`src/rtl/chs_defs.vh`:
```
`ifndef CHS_DEFS_VH
`define CHS_DEFS_VH

// ==========================================================
// register map
`define CHS_ADDR_W 4
`define CHS_DATA_W 8
`define CHS_HW_STATUS_ADDR 4'h0f

// ==========================================================
// hardware_status field positions
`define CHS_BIT_SHUTDOWN 7
`define CHS_BIT_PROT_FAULT 5
`define CHS_BIT_SUPERVISOR 4
`define CHS_BIT_PRESENCE 2
`define CHS_BIT_OVERHEAT 0

// ==========================================================
// reset values
`define CHS_STATUS_RESET 8'h10
`define CHS_RDATA_RESET 8'h00

// ==========================================================
// timing
`define CHS_CLK_PERIOD_PS 4000
`define CHS_POR_PULSE_NS 4096
`define CHS_POR_PULSE_CYCLES ((`CHS_POR_PULSE_NS * 1000) / `CHS_CLK_PERIOD_PS)
`define CHS_CLEAR_DELAY_CYCLES 2

`endif

```
`src/rtl/chs_sync.v`:
```
`timescale 1ns/1ps

// ==========================================================
// three-stage input synchroniser with agreement filter
module chs_sync #(
   parameter WIDTH = 1,
   parameter [WIDTH-1:0] INIT = {WIDTH{1'b0}}
) (
   // clock and reset
   input wire clk,
   input wire rstn,
   // asynchronous inputs
   input wire [WIDTH-1:0] async_in,
   // synchronised level and change pulse
   output reg [WIDTH-1:0] level_r,
   output reg [WIDTH-1:0] change_r
);

   reg [WIDTH-1:0] meta_r;
   reg [WIDTH-1:0] mid_r;
   reg [WIDTH-1:0] last_r;

   genvar i;
   generate
      for (i = 0; i < WIDTH; i = i + 1) begin : g_bit
         // first stage feeds only the second
         always @(posedge clk) begin
            if (!rstn) begin
               meta_r[i] <= INIT[i];
               mid_r[i] <= INIT[i];
               last_r[i] <= INIT[i];
               level_r[i] <= INIT[i];
               change_r[i] <= 1'b0;
            end else begin
               meta_r[i] <= async_in[i];
               mid_r[i] <= meta_r[i];
               last_r[i] <= mid_r[i];
               // a new value counts once stages two and three agree
               if (mid_r[i] == last_r[i] && last_r[i] != level_r[i]) begin
                  level_r[i] <= last_r[i];
                  change_r[i] <= 1'b1;
               end else begin
                  change_r[i] <= 1'b0;
               end
            end
         end
      end
   endgenerate

endmodule

```
`src/rtl/chs_status.v`:
```
`timescale 1ns/1ps
`include "chs_defs.vh"

// Overview of operation
// RULE1 - shutdown flag bit 7 sets while the shutdown request pin is low
// RULE2 - firmware seeing shutdown deactivates card, ports high, masks interrupts, powers down
// RULE3 - firmware does the same when powered up with shutdown pin low
// RULE4 - shutdown mode ends only when the shutdown request pin returns high
// RULE5 - bit 5 is the OR of supply and reset contact protection faults
// RULE6 - power-on or supply dropout sets supervisor latch bit 4, interrupt low
// RULE7 - interrupt goes high at end of por pulse unless shutdown pin was low
// RULE8 - supervisor latch clears only on a read after the por pulse ended
// RULE9 - leaving shutdown behaves like power-on for latch and interrupt
// RULE10 - bit 2 sets on any change of card presence, either direction
// RULE11 - bit 0 sets when overheating has occurred
// RULE12 - interrupt held low while fault, presence, overheat or shutdown flag set
// RULE13 - a status read clears causing bits two clocks after the read strobe
// RULE14 - emergency deactivation events clear the power control start bit
// RULE15 - bits 6, 3 and 1 read zero and ignore writes
module chs_status #(
   parameter POR_CYCLES = `CHS_POR_PULSE_CYCLES
) (
   // clock and reset
   input wire clk,
   input wire rstn,
   // register port
   input wire [`CHS_ADDR_W-1:0] addr,
   input wire [`CHS_DATA_W-1:0] wdata,
   input wire wr,
   input wire rd,
   output reg [`CHS_DATA_W-1:0] rdata_r,
   // pins and analog monitors
   input wire shutdown_request_pin_n,
   input wire vcc_prot_fault,
   input wire rst_prot_fault,
   input wire supply_dropout,
   input wire overheat,
   // card presence from the mixed status register
   input wire card_presence,
   // outputs
   output reg interrupt_out_n_r,
   output reg start_clear_r,
   output reg shutdown_mode_r,
   output reg por_pulse_active_r
);

   // ==========================================================
   // local constants
   localparam CNT_W = 16;
   localparam [CNT_W-1:0] POR_LOAD = POR_CYCLES[CNT_W-1:0];
   localparam [CNT_W-1:0] CNT_ONE = 16'h0001;
   localparam [CNT_W-1:0] CNT_ZERO = 16'h0000;
   localparam NSYNC = 5;

   // synchroniser lanes
   localparam SY_SHUT = 0;
   localparam SY_PROT = 1;
   localparam SY_DROP = 2;
   localparam SY_HEAT = 3;
   localparam SY_PRES = 4;
   localparam [`CHS_DATA_W-1:0] STATUS_RESET = `CHS_STATUS_RESET;

   // one-hot por states
   localparam [2:0] ST_PULSE = 3'b001;
   localparam [2:0] ST_RUN = 3'b010;
   localparam [2:0] ST_SHUT = 3'b100;

   // ==========================================================
   // address decode, used by both read and write paths
   function hit_status;
      input [`CHS_ADDR_W-1:0] a;
      begin
         hit_status = (a == `CHS_HW_STATUS_ADDR);
      end
   endfunction

   // ==========================================================
   // input synchronisers
   wire [NSYNC-1:0] async_bus;
   wire [NSYNC-1:0] sync_level;
   wire [NSYNC-1:0] sync_change;
   wire sd_req;
   wire prot_any;
   wire dropout_s;
   wire overheat_s;
   wire presence_chg;

   // pin is synchronised inverted so that 1 means a request is present;
   // lanes reset to their idle level, so a high pin gives no false request
   assign async_bus[SY_SHUT] = ~shutdown_request_pin_n;
   assign async_bus[SY_PROT] = vcc_prot_fault | rst_prot_fault; // RULE5
   assign async_bus[SY_DROP] = supply_dropout;
   assign async_bus[SY_HEAT] = overheat;
   assign async_bus[SY_PRES] = card_presence;

   chs_sync #(
      .WIDTH(NSYNC),
      .INIT(5'h00)
   ) u_sync (
      .clk(clk),
      .rstn(rstn),
      .async_in(async_bus),
      .level_r(sync_level),
      .change_r(sync_change)
   );

   assign sd_req = sync_level[SY_SHUT];
   assign prot_any = sync_level[SY_PROT]; // RULE5
   assign dropout_s = sync_level[SY_DROP];
   assign overheat_s = sync_level[SY_HEAT];
   assign presence_chg = sync_change[SY_PRES]; // RULE10

   // ==========================================================
   // status flags
   reg shutdown_flag_r;
   reg card_protection_fault_r;
   reg supervisor_latch_r;
   reg presence_change_latch_r;
   reg overheat_latch_r;

   // por pulse sequencer
   reg [2:0] state_r;
   reg [2:0] state_nxt;
   reg [CNT_W-1:0] por_cnt_r;
   reg [CNT_W-1:0] por_cnt_nxt;
   wire por_active;
   wire shut_exit;
   wire supervisor_latch_set;

   // read clear pipeline
   reg rd_d1_r;
   reg rd_d2_r;
   reg [`CHS_DATA_W-1:0] clr_mask_d1_r;
   reg [`CHS_DATA_W-1:0] clr_mask_d2_r;
   reg [`CHS_DATA_W-1:0] status_word;
   reg [`CHS_DATA_W-1:0] rd_clr_mask;
   wire [`CHS_DATA_W-1:0] clr_now;
   wire rd_hit;
   wire wr_hit;

   // registered output next values
   reg [`CHS_DATA_W-1:0] rdata_nxt;
   reg int_n_nxt;
   reg start_clear_nxt;

   // ==========================================================
   // por pulse and shutdown sequencer
   assign por_active = (state_r == ST_PULSE);
   assign shut_exit = (state_r == ST_SHUT) && !sd_req;

   always @* begin
      state_nxt = state_r;
      por_cnt_nxt = por_cnt_r;
      case (state_r)
         ST_PULSE: begin
            if (sd_req) begin
               state_nxt = ST_SHUT;
            end else if (dropout_s) begin
               por_cnt_nxt = POR_LOAD;
            end else if (por_cnt_r <= CNT_ONE) begin
               state_nxt = ST_RUN;
               por_cnt_nxt = CNT_ZERO;
            end else begin
               por_cnt_nxt = por_cnt_r - CNT_ONE;
            end
         end
         ST_RUN: begin
            if (sd_req) begin
               state_nxt = ST_SHUT;
            end else if (dropout_s) begin
               // supply dropout restarts the pulse
               state_nxt = ST_PULSE; // RULE6
               por_cnt_nxt = POR_LOAD;
            end
         end
         ST_SHUT: begin
            // only the pin going high leaves shutdown
            if (!sd_req) begin
               state_nxt = ST_PULSE; // RULE4 RULE9
               por_cnt_nxt = POR_LOAD;
            end
         end
         default: begin
            state_nxt = ST_PULSE;
            por_cnt_nxt = POR_LOAD;
         end
      endcase
   end

   always @(posedge clk) begin
      if (!rstn) begin
         state_r <= ST_PULSE;
         por_cnt_r <= POR_LOAD;
      end else begin
         state_r <= state_nxt;
         por_cnt_r <= por_cnt_nxt;
      end
   end

   assign supervisor_latch_set = (dropout_s && !sd_req) || shut_exit; // RULE6 RULE9

   // ==========================================================
   // register port
   assign rd_hit = rd && hit_status(addr);
   // status is read only; a write only zeroes the read data of a read in the same cycle
   assign wr_hit = wr && hit_status(addr) && (wdata == wdata);

   // unused bits keep the zero default
   always @* begin
      status_word = {`CHS_DATA_W{1'b0}}; // RULE15
      status_word[`CHS_BIT_SHUTDOWN] = shutdown_flag_r;
      status_word[`CHS_BIT_PROT_FAULT] = card_protection_fault_r;
      status_word[`CHS_BIT_SUPERVISOR] = supervisor_latch_r;
      status_word[`CHS_BIT_PRESENCE] = presence_change_latch_r;
      status_word[`CHS_BIT_OVERHEAT] = overheat_latch_r;
   end

   always @* begin
      rdata_nxt = `CHS_RDATA_RESET;
      if (rd_hit && !wr_hit) begin
         rdata_nxt = status_word;
      end
   end

   // a read inside the pulse leaves the supervisor latch alone
   always @* begin
      rd_clr_mask = status_word;
      if (por_active) begin
         rd_clr_mask[`CHS_BIT_SUPERVISOR] = 1'b0; // RULE8
      end
   end

   always @(posedge clk) begin
      if (!rstn) begin
         rdata_r <= `CHS_RDATA_RESET;
      end else begin
         rdata_r <= rdata_nxt;
      end
   end

   // ==========================================================
   // read clear, two clocks after the strobe
   // snapshot only bits seen set, so events after the read survive
   always @(posedge clk) begin
      if (!rstn) begin
         rd_d1_r <= 1'b0;
         rd_d2_r <= 1'b0;
         clr_mask_d1_r <= `CHS_RDATA_RESET;
         clr_mask_d2_r <= `CHS_RDATA_RESET;
      end else begin
         rd_d1_r <= rd_hit; // RULE13
         rd_d2_r <= rd_d1_r;
         if (rd_hit) begin
            clr_mask_d1_r <= rd_clr_mask; // RULE8
         end else begin
            clr_mask_d1_r <= `CHS_RDATA_RESET;
         end
         clr_mask_d2_r <= clr_mask_d1_r;
      end
   end

   assign clr_now = rd_d2_r ? clr_mask_d2_r : `CHS_RDATA_RESET;

   // ==========================================================
   // sticky flags, set wins over clear
   always @(posedge clk) begin
      if (!rstn) begin
         shutdown_flag_r <= STATUS_RESET[`CHS_BIT_SHUTDOWN];
         card_protection_fault_r <= STATUS_RESET[`CHS_BIT_PROT_FAULT];
         supervisor_latch_r <= STATUS_RESET[`CHS_BIT_SUPERVISOR];
         presence_change_latch_r <= STATUS_RESET[`CHS_BIT_PRESENCE];
         overheat_latch_r <= STATUS_RESET[`CHS_BIT_OVERHEAT];
      end else begin
         // level set: a read while the pin stays low cannot drop it
         shutdown_flag_r <= sd_req || (shutdown_flag_r && !clr_now[`CHS_BIT_SHUTDOWN]); // RULE1
         card_protection_fault_r <= prot_any ||
            (card_protection_fault_r && !clr_now[`CHS_BIT_PROT_FAULT]); // RULE5
         supervisor_latch_r <= supervisor_latch_set ||
            (supervisor_latch_r && !(clr_now[`CHS_BIT_SUPERVISOR] && !por_active)); // RULE8
         presence_change_latch_r <= presence_chg ||
            (presence_change_latch_r && !clr_now[`CHS_BIT_PRESENCE]); // RULE10
         overheat_latch_r <= overheat_s || (overheat_latch_r && !clr_now[`CHS_BIT_OVERHEAT]); // RULE11
      end
   end

   // ==========================================================
   // outputs
   always @* begin
      // the pulse state, not the supervisor latch, pulls the line; a request still
      // in flight pulls it before its flag lands, so shutdown entry shows no high
      int_n_nxt = !((state_nxt == ST_PULSE) || sd_req || shutdown_flag_r || card_protection_fault_r ||
                    presence_change_latch_r || overheat_latch_r); // RULE7 RULE12
      start_clear_nxt = prot_any || supervisor_latch_set || presence_chg || overheat_s; // RULE14
   end

   always @(posedge clk) begin
      if (!rstn) begin
         interrupt_out_n_r <= 1'b0;
         start_clear_r <= 1'b0;
         shutdown_mode_r <= 1'b0;
         por_pulse_active_r <= 1'b1;
      end else begin
         interrupt_out_n_r <= int_n_nxt; // RULE7 RULE12
         start_clear_r <= start_clear_nxt; // RULE14
         shutdown_mode_r <= (state_nxt == ST_SHUT); // RULE4
         por_pulse_active_r <= (state_nxt == ST_PULSE);
      end
   end

endmodule

```
`config.mk`:
```
export PLATFORM = sky130hd
export DESIGN_NAME = chs_status
export DESIGN_NICKNAME = d
export VERILOG_FILES = /design/src/rtl/chs_sync.v /design/src/rtl/chs_status.v
export VERILOG_INCLUDE_DIRS = /design/src /design/src/rtl
export SDC_FILE = /design/constraint.sdc
export NUM_CORES = 1
export LEC_CHECK = 0
export BUFFER_PORTS_ARGS = -buffer_cell sky130_fd_sc_hd__buf_2
export CORE_MARGIN = 2
export CORE_UTILIZATION = 60
export DETAILED_ROUTE_END_ITERATION = 10
export PLACE_DENSITY_LB_ADDON = 0.05
export SYNTH_ARGS = -nofsm -noshare
export SYNTH_HDL_FRONTEND = slang
export SYNTH_SLANG_ARGS = --single-unit
```
`constraint.sdc`:
```
create_clock -name clk -period 4.1 [get_ports clk]
set_clock_uncertainty 0.1 [all_clocks]
set_input_delay 1.025 -clock clk [delete_from_list [all_inputs] [get_ports clk]]
set_output_delay 1.025 -clock clk [all_outputs]
set_load 0.02 [all_outputs]
```
==> metrics.txt, run 1 <==
status=completed; core area=4000 µm²; H-Tree Depth=3; commonest non-fill, non-tap cell in the layout=dfxtp_1; RSZ-0062 raised after global routing=no; Root Driver=clkbuf_8; register area share after synthesis=0.530; Filler Cell Count=around 330; worst hold path class=register to register; die area=4680 µm²; async set-reset flop share out of synthesis=0; Hold Slack=0.333 ns; clock sinks=66; CTS clk-pin slew, worst paths=roughly 0.07 ns; CTS tree=done; wire per inst=13.1 µm; WP buf/inv=1; Final Critical Period=between 2 and 2.5 ns; Slew Limit Fails=0; Peak VDD IR=0.377 mV; Die X=68.4 µm; reg2reg start=por_cnt_r[7]; Synth area leaders=dfxtp_1, and2_1, nand2_1; Gate Count Post-Synth=270; share of layout cells above drive strength 1=0.171; Setup WS pre-CTS=1.40 ns; WP data arrival=around 2.5 ns; setup ws final=1.77 ns; Tightest Pin Transition=0.675 ns; Synth Register Bits=66; vias in the first global route=between 1,500 and 2,000; later-pin clock latency in the skew report=0.34 ns; delay-heaviest family, CP=compound AO/OA/AOI/OAI gates; GR Overflow Total=0; final hold vios=0; Starting DRT DRC Count=134; first-pass GRT wire length=7570 µm; FMAX=429 MHz; vias=1,935; Worst Path Max Fanout=29; FF-to-FF path depth=5; I/O Pins=34; pwr dens=583 nW/µm²; nets=319; # DRC=0; Syn Area/Cell=9.23 µm²; CTS hold repair buffers=0; Initial Utilization=0.623; fin crit share=0.569; Syn-to-layout area delta=13.3%; slew margin rel.=0.547; CP Capture Type=register; Synth cell types=46; synthesized cell area=2490 µm²; antenna violations before repair=0; worst-case clock buffer depth=2; Synth top area share=0.530; R2R Path End=por_cnt_r[8]; CTS buffer count=9; GP Congestion=0.768; max-cap violation count=0; Setup CP Type=primary input to register; I/O Buffers=22; final antenna-violating net count=0; postcts setup bufs=0; critical path data required time=between 4 and 5 ns; die height=68.4 µm; Post-synth EDFFs=0; most frequent cells in the layout=dfxtp_1, nand2_1, and2_1; hold depth=1; antenna cells=0; Primary FF master, synth=dfxtp_1; Hold Path End=clr_mask_d2_r[7]; Yosys top cell by area=dfxtp_1; CP Launch Type=primary input; Via-to-Cell Ratio=5.54; Yosys warning count=0; Rows=23; R2R Setup Slk=1.94 ns; HPWL Detailed=3100 µm; total wire length=around 4600 µm; hold path startpoint=clr_mask_d1_r[7]; worst path cell trace=buf_2 > nand2_1 > a21oi_2 > nand2_4 > o311ai_1; largest net degree at the start of global routing=30; count of final setup violators=0; Sum Neg Setup Slack=0 ns; largest stage delay on the critical path=0.46 ns; slowest CP cell=a21oi_2; CP Launch Point=rstn; GRT Util Overall=0.227; drt first pass iters=4; Lkg Pwr=1.13 nW; Post-CTS Resized=0
==> final cells by class <==
cell class	instances	area (µm²)	share of cell area
Clock buffer	10	138	0.0488
Inverter	5	18.8	0.00665
Sequential cell	66	1320	0.468
Tap cell	50	62.6	0.0222
Clock inverter	5	55.1	0.0195
Multi-Input combinational cell	189	1100	0.391
Timing Repair Buffer	24	125	0.0443
==> how the worst max path moves through the flow <==
stage	endpoint	slack [ns]	cells after the start
after detailed placement	por_cnt_r[8]	1.40	5
after floorplan	por_cnt_r[4]	1.65	6
after CTS	por_cnt_r[8]	1.80	5
after global routing	por_cnt_r[5]	1.61	5
final	por_cnt_r[8]	1.77	5
after global placement	por_cnt_r[8]	1.48	5
==> layer usage <==
layer / routed length, µm / GRT usage / part of all wire / vias to the layer above
li1: - / - / - / 981
met1: 2330 / 0.293 / 0.51 / 897
met2: 1930 / 0.332 / 0.42 / 53
met3: 246 / 0.0888 / 0.054 / 4
met4: 57 / 0.105 / 0.013 / 0
met5: 0 / 0 / 0 / -
==> cells by family (layout without fill, tap and decap cells) <==
family	after synthesis	in the layout	synth area share
buffers and inverters	17	44	0.0301
multiplexers	1	1	0.00402
AND/OR/NAND/NOR	134	134	0.300
adder cells (fa/ha/maj)	2	2	0.0100
flip-flops	66	66	0.530
AO/OA/AOI/OAI	48	48	0.120
XOR/XNOR	1	1	0.00352
other	1	3	0.00151
==> worst reg2reg max path, delay by kind of cell (launching register included) <==
kind,cells,cell delay [ns]
AOI/OAI and AO/OA,2,0.35
DFF,1,0.35
and+or+nand+nor,3,1.23
==> cell usage after synthesis, types with 2 or more instances <==
cell type / instances
nor3_1: 5
or3_1: 4
nand2_1: 32
o311ai_1: 5
dfxtp_1: 66
a21oi_1: 17
a31oi_1: 3
nand4_1: 4
buf_4: 3
nand3b_1: 2
inv_1: 4
nand3_1: 14
clkbuf_1: 8
o31ai_1: 2
ha_1: 2
nor2b_1: 2
nor4b_1: 2
o21ai_0: 10
and2_1: 30
nor4_2: 2
nor2_1: 25
o21ai_1: 3
a22o_1: 2
==> where the power goes <==
part / internal, mW / total (mW) / switching, mW
Sequential: 0.704 / 0.776 / 0.0720
Clock: 0.291 / 0.529 / 0.238
Combinational: 0.145 / 0.341 / 0.196
==> per-stage QoR <==
stage	power (mW)	util	instance area, µm²	instances
floorplan	1.05	-	2500	272
global placement	1.12	0.657	2630	334
detailed placement	1.13	0.657	2630	334
CTS	1.65	0.706	2820	349
global route	1.74	0.706	2820	349
finish	1.65	0.706	2820	349
==> flip-flops by register name, summed over array words and instances, names as in the netlist, 5 cells and up <==
| register | flops |
|---|---|
| clr_mask_d1_r | 5 |
| clr_mask_d2_r | 5 |
| por_cnt_r | 16 |
| rdata_r | 5 |
| u_sync.last_r | 5 |
| u_sync.level_r | 5 |
| u_sync.meta_r | 5 |
| u_sync.mid_r | 5 |
No activity file was read; power rests on OpenSTA's default activity.
==> inputs of run 2 (changes only) <==
Settings changed: ABC_AREA from default to 1, CORE_UTILIZATION 60 to 56.
Clock period 4.1 ns to 2.4 ns, I/O delays scaled along.
==> run 2 against run 1 <==
Effect of this change: sequential cell count unchanged; register-to-register slack worse by 1.4 ns; sequential power up 65%; clock power up 88%; core utilization down 3.8 points; hold slack worse by 0.019 ns; combinational power up 120%; global-route usage down 2.8 points; design area up 4.4%; count of clock-buffer cells in the layout up 3; critical endpoint is now por_cnt_r[5]; largest cell class unchanged; largest power group unchanged.
==> metrics.txt, run 2 <==
status=completed; largest net degree at the start of global routing=38 (+27%); register area share after synthesis=0.510 (-0.0200); largest family of logic cells by synthesized area=simple AND/OR/NAND/NOR gates; antenna violations before repair=0 (unchanged); Filler Cell Count=408 (+23%); Via-to-Cell Ratio=4.84 (-13%); Sum Neg Setup Slack=0 ns (unchanged); FF-to-FF path depth=8 (+3); Most flops, register=por_cnt_r; total wire length=4660 µm (+2.3%); Lkg Pwr=1.47 nW (+31%); CTS buffer count=9 (unchanged); first-pass GRT wire length=7850 µm (+3.7%); Synth top area share=0.510 (-0.0200); drt first pass iters=4 (unchanged); worst hold path class=register to register; synthesized cell area=2590 µm² (+3.9%); GRT Util Overall=0.199 (-0.0280); complex-gate fraction of the synthesized area=0.0628 (-0.0572); Die X=72.0 µm (+5.2%); Slew Limit Fails=0 (unchanged); Post-Synth Simple-Gate Area=0.303 (+0.00269); Syn Area/Cell=7.38 µm² (-20%); Peak VDD IR=0.566 mV (+50%); Initial Utilization=0.586 (-0.0363); CTS hold repair buffers=0 (unchanged); pwr dens=1030 nW/µm² (+77%); critical path data required time=2.57 ns (-1.68 ns); HPWL Detailed=3250 µm (+4.7%); vias in the first global route=1,866 (+9.2%); Synth cell types=27 (-41%); Post-CTS Resized=0 (unchanged); Hold Path End=u_sync.mid_r[4]; Starting DRT DRC Count=77 (-43%); FMAX=between 500 and 600 MHz; max reg flops=16 (unchanged); Non-Filler Instances=435 (+25%); Post-synth top cells=nand2_1, dfxtp_1, inv_1; core area=4410 µm² (+10%); later-pin clock latency in the skew report=0.34 ns (about the same); I/O Pins=34 (unchanged); Yosys top cell by area=dfxtp_1; CTS clk-pin slew, worst paths=0.07 ns (about the same); # DRC=0 (unchanged); setup ws final=0.511 ns (-1.26 ns); Primary FF master, synth=dfxtp_1; GR Overflow Total=0 (unchanged); most frequent cells in the layout=nand2_1, dfxtp_1, inv_1; post-synthesis xor/xnor area fraction=0 (-0.00352); Yosys warning count=0 (unchanged); CP Launch Type=register; count leader, synth=nand2_1; postcts setup bufs=0 (unchanged); Rows=24 (+4.3%); mux cell area share after synthesis=0 (-0.00402); H-Tree Depth=3 (unchanged); Gate Count Post-Synth=351 (+30%); clock sinks=66 (unchanged); max-cap violation count=0 (unchanged); fin crit share=0.787; nets=402 (+26%); die area=5180 µm² (+11%); R2R Path End=por_cnt_r[5]; Final Util=0.668 (-0.0379); Synth area leaders=dfxtp_1, nand2_1, inv_1; Root Driver=clkbuf_8; Hold Slack=0.314 ns (-0.0188 ns); hold depth=2 (+1); Synth Register Bits=66 (unchanged); hold path startpoint=u_sync.meta_r[4]; DP Cell Count=419 (+25%); Setup WS pre-CTS=0.546 ns (-0.857 ns); async set-reset flop share out of synthesis=0 (unchanged); CP Capture Type=register; Synth Area in Adders=0.00967 (-0.000379); Final Critical Period=1.89 ns; die height=72.0 µm (+5.2%); share of layout cells above drive strength 1=0.125 (-0.0452); commonest non-fill, non-tap cell in the layout=nand2_1; final hold vios=0 (unchanged); CTS tree=done; wire per inst=10.7 µm (-18%); Syn-to-layout area delta=13.9%; RSZ-0062 raised after global routing=no; GP Congestion=0.870 (+13%); final antenna-violating net count=0 (unchanged); reg2reg start=state_r[0]; R2R Setup Slk=0.51 ns (-1.43 ns); worst-case clock buffer depth=2 (unchanged); Worst Path Max Fanout=18 (-38%); Setup CP Type=register to register; count of final setup violators=0 (unchanged); antenna cells=0 (unchanged); I/O Buffers=22 (unchanged); WP data arrival=2.06 ns (-0.42 ns); vias=2,105 (+8.8%); Post-synth EDFFs=0 (unchanged)
[run 2: cell count changes after synthesis, moves of 4 or more]
cell / delta
inv_1: +53
nand2_1: +41
and2_1: -30
nor2_1: +26
nand3_1: +18
clkbuf_1: -6
nor3_1: +6
o311ai_1: -5
or3_1: -4
[run 2: worst max-delay path by stage]
stage	from	end	slack, ns	cells past startpoint
final	state_r[0]	por_cnt_r[5]	0.51	8
after global routing	state_r[0]	por_cnt_r[5]	0.33	8
after CTS	state_r[0]	por_cnt_r[5]	0.53	8
after detailed placement	state_r[0]	por_cnt_r[5]	0.55	8
after global placement	state_r[0]	por_cnt_r[5]	0.56	8
after floorplan	por_cnt_r[0]	por_cnt_r[7]	0.92	11
[run 2: logic make-up after synthesis]
kind of cell / Yosys count
simple gates: 182
buf+inv: 70
flops: 66
compound gates: 30
fa+ha+maj: 2
other cells: 1
[run 2: per-stage QoR]
stage | power (mW) | instance area (µm²)
2_1_floorplan | 1.92 | 2600
3_3_place_gp | 2.05 | 2720
3_5_place_dp | 2.07 | 2720
4_1_cts | 3.07 | 2950
5_1_grt | 3.27 | 2950
6_report | 3.05 | 2950
[run 2: area by class of cell]
class,count,area [µm²],share of cell area
clock buffer,13,179,0.0607
clock inverter,3,45.0,0.0153
inverter,59,221,0.0751
multi-input combinational,217,983,0.334
sequential,66,1320,0.448
tap,52,65.1,0.0221
timing repair buffer,25,133,0.0450
[run 2: metal layers]
layer  track usage  share of wire  vias to the layer above
li1              -              -                     1137
met1         0.237           0.47                      916
met2         0.315           0.47                       40
met3        0.0681          0.037                       12
met4         0.113          0.023                        0
met5             0              0                        -
[run 2: report_power, final]
group | internal [mW] | total, mW | switching (mW)
logic | 0.275 | 0.767 | 0.492
clock network | 0.593 | 0.996 | 0.403
registers | 1.20 | 1.28 | 0.0807
total | 2.07 | 3.05 | 0.976
[run 2: critical path, stage by stage, from the launching register on]
cell	delay [ns]
dfxtp_1	0.41
nand3b_1	0.15
a21oi_1	0.06
nor2_2	0.40
buf_4	0.31
inv_1	0.12
o21bai_1	0.13
inv_1	0.06
nor2_1	0.09
==> inputs of run 3 (changes only) <==
Clock period 2.4 ns to 1.8 ns, I/O delays scaled along.
==> run 3 against run 2 <==
Effect of this change: first-iteration DRC count fell by 16%; final cell count up 0.92%; register-to-register slack worse by 0.33 ns; critical endpoint is now por_cnt_r[7]; highest routed layer unchanged.
==> metrics.txt, run 3 (synthesized netlist as in run 2, its figures left out) <==
total wire length=4660 µm (-0.13%); max-cap violation count=0 (unchanged); # DRC=0 (unchanged); GR Overflow Total=0 (unchanged); I/O Pins=34 (unchanged); HPWL Detailed=3180 µm (-2.0%); clock sinks=66 (unchanged); commonest non-fill, non-tap cell in the layout=nand2_1; Initial Utilization=0.586 (unchanged); I/O Buffers=22 (unchanged); vias in the first global route=1,984 (+6.3%); fin crit share=0.898 (+0.111); DP Cell Count=422 (+0.72%); GP Congestion=0.898 (+3.2%); Starting DRT DRC Count=65 (-16%); dpl cell area=2760 µm² (+1.3%); Sum Neg Setup Slack=0 ns (unchanged); wire per inst=10.6 µm (-1.0%); Worst Path Max Fanout=6 (-12); Final Critical Period=1.62 ns (-0.273 ns); die area=5180 µm² (unchanged); slowest CP cell=dfxtp_1; Design Area, Final=2970 µm² (+0.64%); antenna cells=0 (unchanged); Final Util=0.672 (+0.00425); core area=4410 µm² (unchanged); most frequent cells in the layout=nand2_1, dfxtp_1, inv_1; WP buf/inv=2 (-1); R2R Setup Slk=0.18 ns (-0.33 ns); Most flops, register=por_cnt_r; Setup WS pre-CTS=0.0925 ns (-0.453 ns); worst path cell trace=inv_1 > ha_1 > inv_1 > nand2_1 > nand2_1 > nor2_1 > nand2_2 > nand2_2 > nand2_4 > nand2_2 > a21oi_1; WP data arrival=1.78 ns (-0.28 ns); CP Capture Type=register; Setup CP Type=register to register; nets=406 (+1.0%); CP Launch Type=register; GRT Util Overall=0.202 (+0.00277); count of final setup violators=0 (unchanged); postcts setup bufs=0 (unchanged); Rows=24 (unchanged); Slew Limit Fails=0 (unchanged); final antenna-violating net count=0 (unchanged); Syn-to-layout area delta=14.6%; critical path data required time=1.97 ns (-0.60 ns); final hold vios=0 (unchanged); die height=72.0 µm (unchanged); H-Tree Depth=3 (unchanged); pwr dens=1360 nW/µm² (+32%); Root Driver=clkbuf_8; Die X=72.0 µm (unchanged); CTS clk-pin slew, worst paths=0.07 ns (about the same); RSZ-0062 raised after global routing=no; setup ws final=0.184 ns (-0.327 ns); first-pass GRT wire length=8200 µm (+4.4%); worst-case clock buffer depth=2 (unchanged); vias=2,147 (+2.0%); share of layout cells above drive strength 1=0.134 (+0.00904); CTS tree=done; FMAX=619 MHz (+17%); CTS buffer count=9 (unchanged); antenna violations before repair=0 (unchanged); delay-heaviest family, CP=simple AND/OR/NAND/NOR gates; Lkg Pwr=1.48 nW (+0.80%); status=completed; drt first pass iters=4 (unchanged); worst hold path class=primary input to register; Peak VDD IR=0.760 mV (+34%); later-pin clock latency in the skew report=0.33 ns (about the same); largest stage delay on the critical path=0.35 ns (-0.06 ns); Via-to-Cell Ratio=4.89 (+1.1%); largest net degree at the start of global routing=38 (unchanged); Worst path most repeated cell=nand2_2; max reg flops=16 (unchanged); Non-Filler Instances=439 (+0.92%)
run 3: final timing paths:
kind,startpoint,endpoint,cells after the start
max,por_cnt_r[0],por_cnt_r[7],11
min,shutdown_request_pin_n,u_sync.meta_r[0],2
max reg2reg,por_cnt_r[0],por_cnt_r[7],11
min reg2reg,rd_d1_r,rd_d2_r,2
run 3: what timing repair did:
action,in CTS,in global routing
hold buffers,0,0
gates resized for setup,0,2
endpoints found under the setup margin,0,9
run 3: through the flow:
stage / hold slack [ns] / total power, mW
global route: 0.157 / 4.35
finish: 0.166 / 4.04
global placement: 0.294 / 2.80
floorplan: 0.290 / 2.56
detailed placement: 0.302 / 2.82
CTS: 0.154 / 4.06
run 3: final cells by class:
type / count / area [µm²]
fill: 395 / 1450
multi-input combinational: 218 / 995
clock inverter: 4 / 51.3
tap: 52 / 65.1
sequential: 66 / 1320
inverter: 59 / 221
clock buffer: 12 / 145
timing repair buffer: 28 / 168
run 3: where the power goes:
| part | internal [mW] | switching (mW) | total, mW |
|---|---|---|---|
| clock network | 0.679 | 0.540 | 1.22 |
| registers | 1.60 | 0.108 | 1.71 |
| logic | 0.429 | 0.683 | 1.11 |
run 3: routing by layer:
| metal | up-vias | global-route usage | share of wire |
|---|---|---|---|
| li1 | 1147 | - | - |
| met1 | 954 | 0.239 | 0.45 |
| met2 | 35 | 0.328 | 0.49 |
| met3 | 11 | 0.0514 | 0.032 |
| met4 | 0 | 0.126 | 0.026 |
| met5 | - | 0 | 0 |
